==> config.mk <==
export PLATFORM = sky130hd
export DESIGN_NAME = cpu_core_register_set
export DESIGN_NICKNAME = d
export VERILOG_FILES = /design/src/core_regs_pkg.sv /design/src/arith_flag_unit.sv /design/src/cpu_core_register_set.sv
export SDC_FILE = /design/constraint.sdc
export NUM_CORES = 1
export LEC_CHECK = 0
export ABC_AREA = 1
export CAP_MARGIN = 15
export CORE_MARGIN = 5
export CORE_UTILIZATION = 59
export DETAILED_ROUTE_END_ITERATION = 10
export DONT_BUFFER_PORTS = 1
export GPL_ROUTABILITY_DRIVEN = 1
export PLACE_DENSITY = 0.86
export SETUP_SLACK_MARGIN = 0.02
export SKIP_LAST_GASP = 1
export SYNTH_ARGS = -nofsm -noshare
export SYNTH_HDL_FRONTEND = slang
export SYNTH_HIERARCHICAL = 1
export SYNTH_SLANG_ARGS = --single-unit
==> constraint.sdc <==
create_clock -name ref_clk -period 4.28 [get_ports ref_clk]
set_input_delay 0.856 -clock ref_clk [delete_from_list [all_inputs] [get_ports ref_clk]]
set_output_delay 0.856 -clock ref_clk [all_outputs]
set_load 0.05 [all_outputs]
==> src/core_regs_pkg.sv <==
package core_regs_pkg;

    // Register addresses in the special-function space, same on every page
    localparam logic [7:0] STACK_TOP_POINTER_ADDR = 8'h81;
    localparam logic [7:0] DATA_POINTER_LOW_ADDR = 8'h82;
    localparam logic [7:0] DATA_POINTER_HIGH_ADDR = 8'h83;
    localparam logic [7:0] PROGRAM_STATUS_WORD_ADDR = 8'hd0;
    localparam logic [7:0] PRIMARY_ACCUMULATOR_ADDR = 8'he0;
    localparam logic [7:0] SECONDARY_ACCUMULATOR_ADDR = 8'hf0;

    // Reset values, and the value read at unmapped addresses
    localparam logic [7:0] STACK_TOP_POINTER_RST = 8'h07;
    localparam logic [7:0] DATA_POINTER_LOW_RST = 8'h00;
    localparam logic [7:0] DATA_POINTER_HIGH_RST = 8'h00;
    localparam logic [7:0] PRIMARY_ACCUMULATOR_RST = 8'h00;
    localparam logic [7:0] SECONDARY_ACCUMULATOR_RST = 8'h00;
    localparam logic FLAG_RST = 1'b0;
    localparam logic [1:0] BANK_SELECT_RST = 2'h0;
    localparam logic [7:0] READ_UNMAPPED = 8'h00;

    // Status word field positions
    localparam int CARRY_FLAG_BIT = 7;
    localparam int HALF_CARRY_FLAG_BIT = 6;
    localparam int USER_FLAG_ZERO_BIT = 5;
    localparam int BANK_SELECT_HI = 4;
    localparam int BANK_SELECT_LO = 3;

    // Bit address: byte address in [7:3], bit position in [2:0]
    localparam logic [2:0] BIT_BYTE_ALIGN = 3'h0;

    typedef enum logic [2:0] {
        ALU_NONE = 3'b000,
        ALU_ADD = 3'b001,
        ALU_ADDC = 3'b010,
        ALU_SUBB = 3'b011,
        ALU_MUL = 3'b100
    } alu_op_t;

    typedef struct packed {
        logic [7:0] addr;
        logic wr;
        logic rd;
        logic [7:0] wdata;
    } sfr_req_t;

    typedef struct packed {
        logic [7:0] addr;
        logic wr;
        logic val;
    } bit_req_t;

    typedef struct packed {
        alu_op_t op;
        logic [7:0] operand;
    } alu_req_t;

    typedef struct packed {
        logic carry_flag;
        logic half_carry_flag;
        logic user_flag_zero;
        logic [1:0] register_bank_select;
    } status_t;

    typedef struct packed {
        logic [7:0] stack_top_pointer;
        logic [7:0] pointer_low_byte;
        logic [7:0] pointer_high_byte;
        status_t status_word;
        logic [7:0] primary_accumulator;
        logic [7:0] secondary_accumulator;
        logic [7:0] rdata;
        logic [7:0] push_addr;
        logic [15:0] flash_addr;
        logic [15:0] external_data_ram_addr;
    } core_state_t;

endpackage

==> src/arith_flag_unit.sv <==
// Adder and subtractor with carry and half-carry generation; the multiplier clears both flags
module arith_flag_unit (
    input wire logic [7:0] lhs,
    input wire logic [7:0] rhs,
    input wire logic carry_in,
    input wire core_regs_pkg::alu_op_t op,
    output logic [7:0] res_lo,
    output logic [7:0] res_hi,
    output logic carry_out,
    output logic half_carry_out
);
    logic [8:0] wide;
    logic [4:0] nib;
    logic [15:0] prod;
    logic cin;

    // Carry in only for the with-carry forms
    always_comb begin
        cin = (op == core_regs_pkg::ALU_ADDC || op == core_regs_pkg::ALU_SUBB)
            ? carry_in : 1'b0;
        wide = 9'h000;
        nib = 5'h00;
        prod = 16'h0000;
        res_lo = 8'h00;
        res_hi = 8'h00;
        carry_out = 1'b0;
        half_carry_out = 1'b0;
        case (op)
            core_regs_pkg::ALU_ADD, core_regs_pkg::ALU_ADDC: begin
                wide = {1'b0, lhs} + {1'b0, rhs} + {8'h00, cin};
                nib = {1'b0, lhs[3:0]} + {1'b0, rhs[3:0]} + {4'h0, cin};
                res_lo = wide[7:0];
                carry_out = wide[8];
                half_carry_out = nib[4];
            end
            core_regs_pkg::ALU_SUBB: begin
                // Top bit of the wide difference is the borrow
                wide = {1'b0, lhs} - {1'b0, rhs} - {8'h00, cin};
                nib = {1'b0, lhs[3:0]} - {1'b0, rhs[3:0]} - {4'h0, cin};
                res_lo = wide[7:0];
                carry_out = wide[8];
                half_carry_out = nib[4];
            end
            core_regs_pkg::ALU_MUL: begin
                // Other arithmetic clears both flags
                prod = lhs * rhs;
                res_lo = prod[7:0];
                res_hi = prod[15:8];
            end
            default: begin
                res_lo = lhs;
            end
        endcase
    end
endmodule

==> src/cpu_core_register_set.sv <==
module cpu_core_register_set (
    input wire logic ref_clk,
    input wire logic reset,
    input wire core_regs_pkg::sfr_req_t sfr_req,
    input wire core_regs_pkg::bit_req_t bit_req,
    input wire core_regs_pkg::alu_req_t alu_req,
    input wire logic push_req,
    input wire logic pop_req,
    output logic [7:0] sfr_rdata,
    output logic [7:0] stack_top_pointer,
    output logic [7:0] push_addr,
    output logic [15:0] data_pointer_16,
    output logic [15:0] flash_addr,
    output logic [15:0] external_data_ram_addr,
    output logic [7:0] primary_accumulator,
    output logic [7:0] secondary_accumulator,
    output core_regs_pkg::status_t program_status_word
);
    core_regs_pkg::core_state_t s_q, s_d;
    logic [7:0] alu_lo, alu_hi;
    logic alu_carry, alu_half;
    logic [7:0] wr_addr, wr_data;
    logic wr_en;
    logic [7:0] stack_inc;

    // Byte view of the register file; the page never enters the decode
    function automatic logic [7:0] read_byte(
        input core_regs_pkg::core_state_t st,
        input logic [7:0] addr
    );
        logic [7:0] v;
        v = core_regs_pkg::READ_UNMAPPED;
        case (addr)
            core_regs_pkg::STACK_TOP_POINTER_ADDR: v = st.stack_top_pointer;
            core_regs_pkg::DATA_POINTER_LOW_ADDR: v = st.pointer_low_byte;
            core_regs_pkg::DATA_POINTER_HIGH_ADDR: v = st.pointer_high_byte;
            core_regs_pkg::PROGRAM_STATUS_WORD_ADDR:
                v = {st.status_word, 3'h0};
            core_regs_pkg::PRIMARY_ACCUMULATOR_ADDR:
                v = st.primary_accumulator;
            core_regs_pkg::SECONDARY_ACCUMULATOR_ADDR:
                v = st.secondary_accumulator;
            default: v = core_regs_pkg::READ_UNMAPPED;
        endcase
        return v;
    endfunction

    arith_flag_unit alu (
        .lhs(s_q.primary_accumulator),
        .rhs(alu_req.operand),
        .carry_in(s_q.status_word.carry_flag),
        .op(alu_req.op),
        .res_lo(alu_lo),
        .res_hi(alu_hi),
        .carry_out(alu_carry),
        .half_carry_out(alu_half)
    );

    // Next state: datapath first, software writes last so they win
    always_comb begin
        s_d = s_q;
        stack_inc = s_q.stack_top_pointer + 8'h01;
        wr_en = sfr_req.wr;
        wr_addr = sfr_req.addr;
        wr_data = sfr_req.wdata;
        // Bit writes become read-modify-write of the owning byte
        if (!sfr_req.wr && bit_req.wr) begin
            wr_en = 1'b1;
            wr_addr = {bit_req.addr[7:3], core_regs_pkg::BIT_BYTE_ALIGN};
            wr_data = read_byte(s_q, wr_addr);
            wr_data[bit_req.addr[2:0]] = bit_req.val;
        end
        // Arithmetic results and flags
        if (alu_req.op != core_regs_pkg::ALU_NONE) begin
            s_d.primary_accumulator = alu_lo;
            s_d.status_word.carry_flag = alu_carry;
            s_d.status_word.half_carry_flag = alu_half;
            if (alu_req.op == core_regs_pkg::ALU_MUL) begin
                s_d.secondary_accumulator = alu_hi;
            end
        end
        // Pre-increment: the byte lands at the new top
        if (push_req) begin
            s_d.stack_top_pointer = stack_inc;
            s_d.push_addr = stack_inc;
        end else if (pop_req) begin
            s_d.stack_top_pointer = s_q.stack_top_pointer - 8'h01;
        end
        if (wr_en) begin
            case (wr_addr)
                core_regs_pkg::STACK_TOP_POINTER_ADDR:
                    s_d.stack_top_pointer = wr_data;
                core_regs_pkg::DATA_POINTER_LOW_ADDR:
                    s_d.pointer_low_byte = wr_data;
                core_regs_pkg::DATA_POINTER_HIGH_ADDR:
                    s_d.pointer_high_byte = wr_data;
                core_regs_pkg::PROGRAM_STATUS_WORD_ADDR: begin
                    s_d.status_word.carry_flag =
                        wr_data[core_regs_pkg::CARRY_FLAG_BIT];
                    s_d.status_word.half_carry_flag =
                        wr_data[core_regs_pkg::HALF_CARRY_FLAG_BIT];
                    s_d.status_word.user_flag_zero =
                        wr_data[core_regs_pkg::USER_FLAG_ZERO_BIT];
                    s_d.status_word.register_bank_select = wr_data[
                        core_regs_pkg::BANK_SELECT_HI:
                        core_regs_pkg::BANK_SELECT_LO];
                end
                core_regs_pkg::PRIMARY_ACCUMULATOR_ADDR:
                    s_d.primary_accumulator = wr_data;
                core_regs_pkg::SECONDARY_ACCUMULATOR_ADDR:
                    s_d.secondary_accumulator = wr_data;
                default: ;
            endcase
        end
        // Read data holds until the next read strobe
        if (sfr_req.rd) begin
            s_d.rdata = read_byte(s_q, sfr_req.addr);
        end
        // Indirect addresses follow the pointer one cycle behind
        s_d.external_data_ram_addr =
            {s_q.pointer_high_byte, s_q.pointer_low_byte};
        s_d.flash_addr = {s_q.pointer_high_byte, s_q.pointer_low_byte}
            + {8'h00, s_q.primary_accumulator};
    end

    // All state in one register
    always_ff @(posedge ref_clk) begin
        if (reset) begin
            s_q <= '0;
            s_q.stack_top_pointer <=
                core_regs_pkg::STACK_TOP_POINTER_RST;
            s_q.pointer_low_byte <= core_regs_pkg::DATA_POINTER_LOW_RST;
            s_q.pointer_high_byte <= core_regs_pkg::DATA_POINTER_HIGH_RST;
            s_q.status_word <= {{3{core_regs_pkg::FLAG_RST}},
                core_regs_pkg::BANK_SELECT_RST};
            s_q.primary_accumulator <=
                core_regs_pkg::PRIMARY_ACCUMULATOR_RST;
            s_q.secondary_accumulator <=
                core_regs_pkg::SECONDARY_ACCUMULATOR_RST;
        end else begin
            s_q <= s_d;
        end
    end

    // Outputs straight from the state register
    assign sfr_rdata = s_q.rdata;
    assign stack_top_pointer = s_q.stack_top_pointer;
    assign push_addr = s_q.push_addr;
    assign data_pointer_16 = {s_q.pointer_high_byte, s_q.pointer_low_byte};
    assign flash_addr = s_q.flash_addr;
    assign external_data_ram_addr = s_q.external_data_ram_addr;
    assign primary_accumulator = s_q.primary_accumulator;
    assign secondary_accumulator = s_q.secondary_accumulator;
    assign program_status_word = s_q.status_word;

    stack_reset_a: assert property (
        @(posedge ref_clk) disable iff (reset)
        $fell(reset)
        |-> stack_top_pointer == core_regs_pkg::STACK_TOP_POINTER_RST)
        else $error("stack pointer not 0x07 after reset");

    push_incr_a: assert property (
        @(posedge ref_clk) disable iff (reset)
        push_req && !sfr_req.wr && !bit_req.wr
        |=> stack_top_pointer == $past(stack_top_pointer) + 8'h01
            && push_addr == stack_top_pointer)
        else $error("push did not pre-increment stack pointer");

    pointer_form_a: assert property (
        @(posedge ref_clk) disable iff (reset)
        sfr_req.wr && sfr_req.addr == core_regs_pkg::DATA_POINTER_HIGH_ADDR
        |=> data_pointer_16[15:8] == $past(sfr_req.wdata))
        else $error("pointer high byte not written");

    ext_addr_a: assert property (
        @(posedge ref_clk) disable iff (reset)
        !$fell(reset) |-> ##1 external_data_ram_addr == $past(data_pointer_16)
            && flash_addr == $past(data_pointer_16)
                + {8'h00, $past(primary_accumulator)})
        else $error("indirect address does not follow pointer");

    add_carry_a: assert property (
        @(posedge ref_clk) disable iff (reset)
        alu_req.op == core_regs_pkg::ALU_ADD && !sfr_req.wr && !bit_req.wr
        |=> program_status_word.carry_flag ==
            (({1'b0, $past(primary_accumulator)}
            + {1'b0, $past(alu_req.operand)}) > 9'h0ff))
        else $error("carry wrong after add");

    sub_half_a: assert property (
        @(posedge ref_clk) disable iff (reset)
        alu_req.op == core_regs_pkg::ALU_SUBB && !sfr_req.wr && !bit_req.wr
        |=> program_status_word.half_carry_flag ==
            ({1'b0, $past(primary_accumulator[3:0])} <
            {1'b0, $past(alu_req.operand[3:0])}
            + {4'h0, $past(program_status_word.carry_flag)}))
        else $error("half carry wrong after subtract");

    mul_result_a: assert property (
        @(posedge ref_clk) disable iff (reset)
        alu_req.op == core_regs_pkg::ALU_MUL && !sfr_req.wr && !bit_req.wr
        |=> {secondary_accumulator, primary_accumulator} ==
            $past(primary_accumulator) * $past(alu_req.operand)
            && !program_status_word.carry_flag)
        else $error("multiply result or flags wrong");

    accum_read_a: assert property (
        @(posedge ref_clk) disable iff (reset)
        sfr_req.rd && sfr_req.addr == core_regs_pkg::PRIMARY_ACCUMULATOR_ADDR
        |=> sfr_rdata == $past(primary_accumulator))
        else $error("accumulator read mismatch");

    status_layout_a: assert property (
        @(posedge ref_clk) disable iff (reset)
        sfr_req.rd && sfr_req.addr == core_regs_pkg::PROGRAM_STATUS_WORD_ADDR
        |=> sfr_rdata == {$past(program_status_word), 3'h0})
        else $error("status word layout wrong");

    accum_bit_a: assert property (
        @(posedge ref_clk) disable iff (reset)
        bit_req.wr && !sfr_req.wr
            && bit_req.addr[7:3]
                == core_regs_pkg::PRIMARY_ACCUMULATOR_ADDR[7:3]
            && alu_req.op == core_regs_pkg::ALU_NONE
        |=> primary_accumulator[$past(bit_req.addr[2:0])]
            == $past(bit_req.val))
        else $error("accumulator bit write lost");
endmodule

==> results.cfg, run 1 <==
[die]
die_width_um = 131
die_area_sq_um = 17200
coreArea_sq_um = 14500
die_h_um = 131
start_util = 0.598
ios = 136
placementRows = 44

[clock_tree]
cts_buffer_depth = 2
clkSinkCount = 93
cts_tree = built
cts_root_buf = clkbuf_16
htreeDepth = 3
hold_buffers = 0
clk_pin_slew_ns = 0.07
cts_made_buffers = 9
clk_latency_ns = 0.35

[drt]
drtIter0Drc = 950
wl_per_cell_um = 17.0
route.antenna.remaining_nets = 0
drc = 0
firstDrtPassIters = 6
drt-total-wl_mm = 25.7
vias = 8679
routed_via_density = 5.75

[finish]
stdcell_area_sq_um = 9360
drive_gt1_frac = 0.112
multi_input_area_sq_um = 5790
seq_area_sq_um = 1880
area_delta_synth_final_pct = 8.05
nFillCells = 1260
num_antenna_cells = 0
final_util = 0.646
num-nets-final = 1473

[timing]
fin_tns_setup_ns = 0
setup_violations = 0
fin_skew_ns = 0.0106
tightest_slew_ns = 0.925
clock.fmax_mhz = 238
final-max-slew-violation-count = 0
period_share = 0.980
layout_setup_ws_ns = 0.0864
rsz0062_at_grt = true
hold_viol = 0
max_slew_margin = 0.383
fin_crit_ns = 4.19

[place]
dpl_cell_area_sq_um = 8930
gp_congestion = 0.988
io_buffers = 0
place_hpwl_mm = 20.0
dp_worst_setup_slack_ns = -0.242

[logic_synthesis]
ys_ff_latch = 93
ys.flop_type = dfxtp_1
synth_commonest_cells = nand2_1, inv_1, nor2_1
ys_warn_count = 6
synthTopCellsByArea = dfxtp_1, nand2_1, inv_1
syn_area_per_cell_sq_um = 6.48
ys_async_sr_fraction = 0
synthDistinctLibCells = 47
synthCells = 1336
syn_nets = 1488
yosysTopAreaCell = dfxtp_1
yosys.area.top_type_share = 0.215
yosysMostFrequentCell = nand2_1
ys_seq_area_frac = 0.215
netlist_area_sq_um = 8660
synth_edf_count = 0

[global_route]
use_met3 = 0.0745
grt_usage = 0.290
grtUsageMet2 = 0.449
grt_max_degree = 38
busiest_layer = met2
grt.overflow.total = 0
antenna_found_initial = 0
grt_pass1_wl_mm = 41.6
grt_pass1_vias = 8079
grtUsageMet1 = 0.391

[setup_path]
slowest_delay_ns = 0.52
cp_slowest_cell = fa_1
cp.depth = 21
startpoint_type = input port
endpoint_kind = flip-flop
critical_path_class = in -> reg
crit_fanout = 9
reg2reg_depth = 21
critPathTopFamily = adder cells
arrival_ns = 4.44
worst-path-buf-inv = 4
required_ns = 4.53
crit_path_cell_trace = nand2_4 > inv_2 > fa_1 > fa_1 > fa_1 > inv_2 > fa_1 > inv_2 > ha_4 > nand2_4 > nor2_2 > nand3_1 > nand3_2 > nand2_1 > nand2_1 > nor2_1 > mux2_4 > inv_2 > nand2_2 > nand2_1 > nor2_1

[min_path]
holdPathStages = 1
hold_class = in -> reg

[pwr]
powerDensity_nw_per_um2 = 346
p_leak_nw = 4.92
irDropWorstVdd_uv = 190

[job]
drv_cap = 0

[status]
outcome = finished, final reports clean
area by class of cell:
| cell class | count | area share |
|---|---|---|
| sequential | 93 | 0.201 |
| multi-input combinational | 949 | 0.619 |
| timing repair buffer | 26 | 0.0209 |
| tap | 184 | 0.0246 |
| clock buffer | 10 | 0.0267 |
| inverter | 242 | 0.0971 |
| clock inverter | 6 | 0.0107 |
layer usage:
metal	part of all wire	wire length [um]
met2	0.44	11400
met5	0	0
met4	0.035	909
met1	0.40	10400
met3	0.12	3020
state kept, by name (all words and copies together), names as in the netlist:
name	count
primary_accumulator	8
stack_top_pointer	8
secondary_accumulator	8
sfr_rdata	8
flash_addr	16
push_addr	8
data_pointer_16	16
program_status_word	5
external_data_ram_addr	16
per-stage QoR:
stage	hold slack [ns]	std cells	total power, mW
global route	0.557	1510	3.42
detailed placement	0.705	1492	2.26
floorplan	0.443	1336	1.96
finish	0.568	1510	3.23
global placement	0.694	1492	2.23
CTS	0.558	1508	3.18
path summary, 6_finish.rpt:
check                           slack, ns                             endpoint                         startpoint
worst min register to register       0.71            push_addr[1]$_SDFFE_PP0P_          push_addr[1]$_SDFFE_PP0P_
worst min-delay path                 0.57            sfr_rdata[0]$_SDFFE_PP0P_                              reset
worst max register to register       0.12  secondary_accumulator[6]$_SDFF_PP0_  primary_accumulator[3]$_SDFF_PP0_
worst max-delay path                 0.09  secondary_accumulator[6]$_SDFF_PP0_                         alu_req[5]
placed cells by master, fill, tap and decap left out, drive strengths merged, types with 7 or more instances in the layout:
cell    instances
nand3         114
nor3            7
buf            26
nand4          19
ha             68
o21ai          71
nor2          133
mux2            8
dfxtp          93
inv           245
a21oi          93
nand2         349
clkbuf         10
or2            12
fa             41
logic make-up after synthesis:
family / count (synthesis) / share of synthesized area
compound gates: 185 / 0.114
flops: 93 / 0.215
mux: 8 / 0.0104
xor+xnor: 8 / 0.00809
fa+ha+maj: 109 / 0.193
simple gates: 639 / 0.319
buf+inv: 294 / 0.140
what timing repair did:
action,CTS,global route
resized for setup,0,22
buffers inserted,0,2
endpoints found under the setup margin,0,8
report_power, final:
part / internal [mW] / total [mW] / switching (mW) / leakage [nW]
combinational: 0.481 / 1.26 / 0.783 / 3.99
sequential: 0.902 / 1.04 / 0.138 / 0.759
clock: 0.559 / 0.930 / 0.371 / 0.172
(Power assumes the default switching activity.)
==> run 2, diff against run 1 <==
ABC_AREA = unset   (was 1)
CORE_UTILIZATION = 70   (was 59)
CTS_CLUSTER_SIZE = 30   (was unset)
PLACE_DENSITY = 0.94   (was 0.86)
clock period = 4.88 ns   (was 4.28 ns; I/O delays follow)
==> results.cfg, run 2 <==
[status]
outcome = finished, final reports clean

[global_route]
grt_pass1_vias = 7181
grt.overflow.total = 0
grtUsageMet2 = 0.523
use_met3 = 0.109
grt_pass1_wl_mm = 38.3
grt_max_degree = 108
grt_usage = 0.336
antenna_found_initial = 0
grtUsageMet1 = 0.446
busiest_layer = met2

[job]
drv_cap = 0

[setup_path]
arrival_ns = 4.98
crit_fanout = 9
startpoint_type = input port
required_ns = 5.14
endpoint_kind = flip-flop
critical_path_class = in -> reg

[finish]
drive_gt1_frac = 0.104
stdcell_area_sq_um = 8740
num_antenna_cells = 0
layout_common_cells = dfxtp_1, nor2_1, inv_1
num-nets-final = 1111
final_util = 0.759
nFillCells = 789
area_delta_synth_final_pct = 5.34
layout_commonest_cell = dfxtp_1

[clock_tree]
clk_pin_slew_ns = 0.07
cts_tree = built
clkSinkCount = 93
cts_made_buffers = 9
post_cts_buffers = 0
htreeDepth = 3
cts_buffer_depth = 2
clk_latency_ns = 0.35
cts_root_buf = clkbuf_16

[logic_synthesis]
synthTopCellsByArea = dfxtp_1, ha_1, fa_1
syn_area_per_cell_sq_um = 8.48
yosysMostFrequentCell = dfxtp_1
ys_warn_count = 6
ys_ff_latch = 93
synth_commonest_cells = dfxtp_1, nor2_1, inv_1
ys_async_sr_fraction = 0
yosysTopAreaCell = dfxtp_1
synthCells = 978
synth_edf_count = 0
netlist_area_sq_um = 8300
syn_nets = 1130
synthDistinctLibCells = 79
yosys.area.top_type_share = 0.224
ys_seq_area_frac = 0.224
ys.flop_type = dfxtp_1

[place]
dp_worst_setup_slack_ns = -0.184
place_hpwl_mm = 18.0
io_buffers = 0
dpl_cell_area_sq_um = 8420
gp_congestion = 0.987

[drt]
wl_per_cell_um = 22.0
route.antenna.remaining_nets = 0
drc = 0
vias = 7507
drt-total-wl_mm = 24.3
drtIter0Drc = 891
routed_via_density = 6.78
firstDrtPassIters = 7

[timing]
layout_setup_ws_ns = 0.154
final-max-slew-violation-count = 0
tightest_slew_ns = 1.21
fin_skew_ns = 0.00918
fin_tns_setup_ns = 0
max_slew_margin = 0.196
clock.fmax_mhz = 212
fin_crit_ns = 4.73
whs_ns = 0.704
rsz0062_at_grt = false
period_share = 0.968
setup_violations = 0
hold_viol = 0

[die]
placementRows = 39
ios = 136
die_area_sq_um = 14100
die_width_um = 119
coreArea_sq_um = 11500
die_h_um = 119
start_util = 0.720

[min_path]
hold_class = in -> reg

[pwr]
irDropWorstVdd_uv = 217
p_leak_nw = 3.70
powerDensity_nw_per_um2 = 298
[run 2: changes by cell type in the layout (fill, tap and decap cells not counted), moves of 48 or more]
cell      delta
nand2_1    -269
nand3_1     -98
inv_1      -138
a21oi_1     -54
a211oi_1    +54
nor2b_1     +48
[run 2: worst paths after layout]
check | cells past startpoint | startpoint | endpoint | slack [ns]
setup / recovery | 15 | alu_req[5] | secondary_accumulator[3]$_SDFF_PP0_ | 0.15
hold / removal | 1 | reset | sfr_rdata[3]$_SDFFE_PP0P_ | 0.70
setup reg to reg | 15 | primary_accumulator[0]$_SDFF_PP0_ | secondary_accumulator[3]$_SDFF_PP0_ | 0.23
hold reg to reg | 2 | push_addr[7]$_SDFFE_PP0P_ | push_addr[7]$_SDFFE_PP0P_ | 0.73
[run 2: layout make-up]
| class | instances | area, sq um | area share |
|---|---|---|---|
| clock inverters | 7 | 60.1 | 0.00687 |
| clock buffers | 9 | 225 | 0.0258 |
| flip-flops and latches | 93 | 1860 | 0.213 |
| inverters | 86 | 323 | 0.0369 |
| multi-input cells | 735 | 5830 | 0.667 |
| repair buffers | 34 | 256 | 0.0293 |
| well taps | 143 | 179 | 0.0205 |
[run 2: per-stage QoR]
| step | total power [mW] | std cells |
|---|---|---|
| after floorplan | 1.64 | 978 |
| after global placement | 1.88 | 1090 |
| after detailed placement | 1.90 | 1090 |
| after CTS | 2.57 | 1106 |
| after global routing | 2.75 | 1107 |
| final | 2.60 | 1107 |
[run 2: kinds of logic after synthesis]
logic type	Yosys count	share of synthesized area
xor gates and xnor gates	33	0.0348
and+or+nand+nor	323	0.206
buffers and inverters	150	0.0768
adders and majority gates	109	0.201
muxes	44	0.0564
AOI/OAI and AO/OA	226	0.200
DFF	93	0.224
[run 2: repair_timing]
action	in CTS	in global routing
resized for setup	0	9
hold buffers	0	0
setup endpoints to repair	0	5
[run 2: report_power, final]
part	switching, mW	total (mW)	internal [mW]
clock	0.322	0.674	0.353
sequential	0.137	0.928	0.791
combinational	0.574	1.00	0.429
total	1.03	2.60	1.57
[run 2: worst max-delay path, stage by stage]
cell and delay (ns):
nand2_1 0.06, fa_1 0.51, fa_1 0.54, inv_1 0.05
fa_1 0.52, inv_1 0.05, fa_1 0.52, inv_1 0.05
ha_1 0.32, o21a_1 0.14, o31a_1 0.35, o22ai_1 0.29
mux2i_1 0.24, a211oi_1 0.09, a211oi_1 0.26
[run 2: layer usage]
metal  share of wire  vias to the layer above
met2            0.44                      484
met1            0.40                     3537
met3            0.12                       80
met5               0                        -
li1                -                     3406
met4           0.033                        0
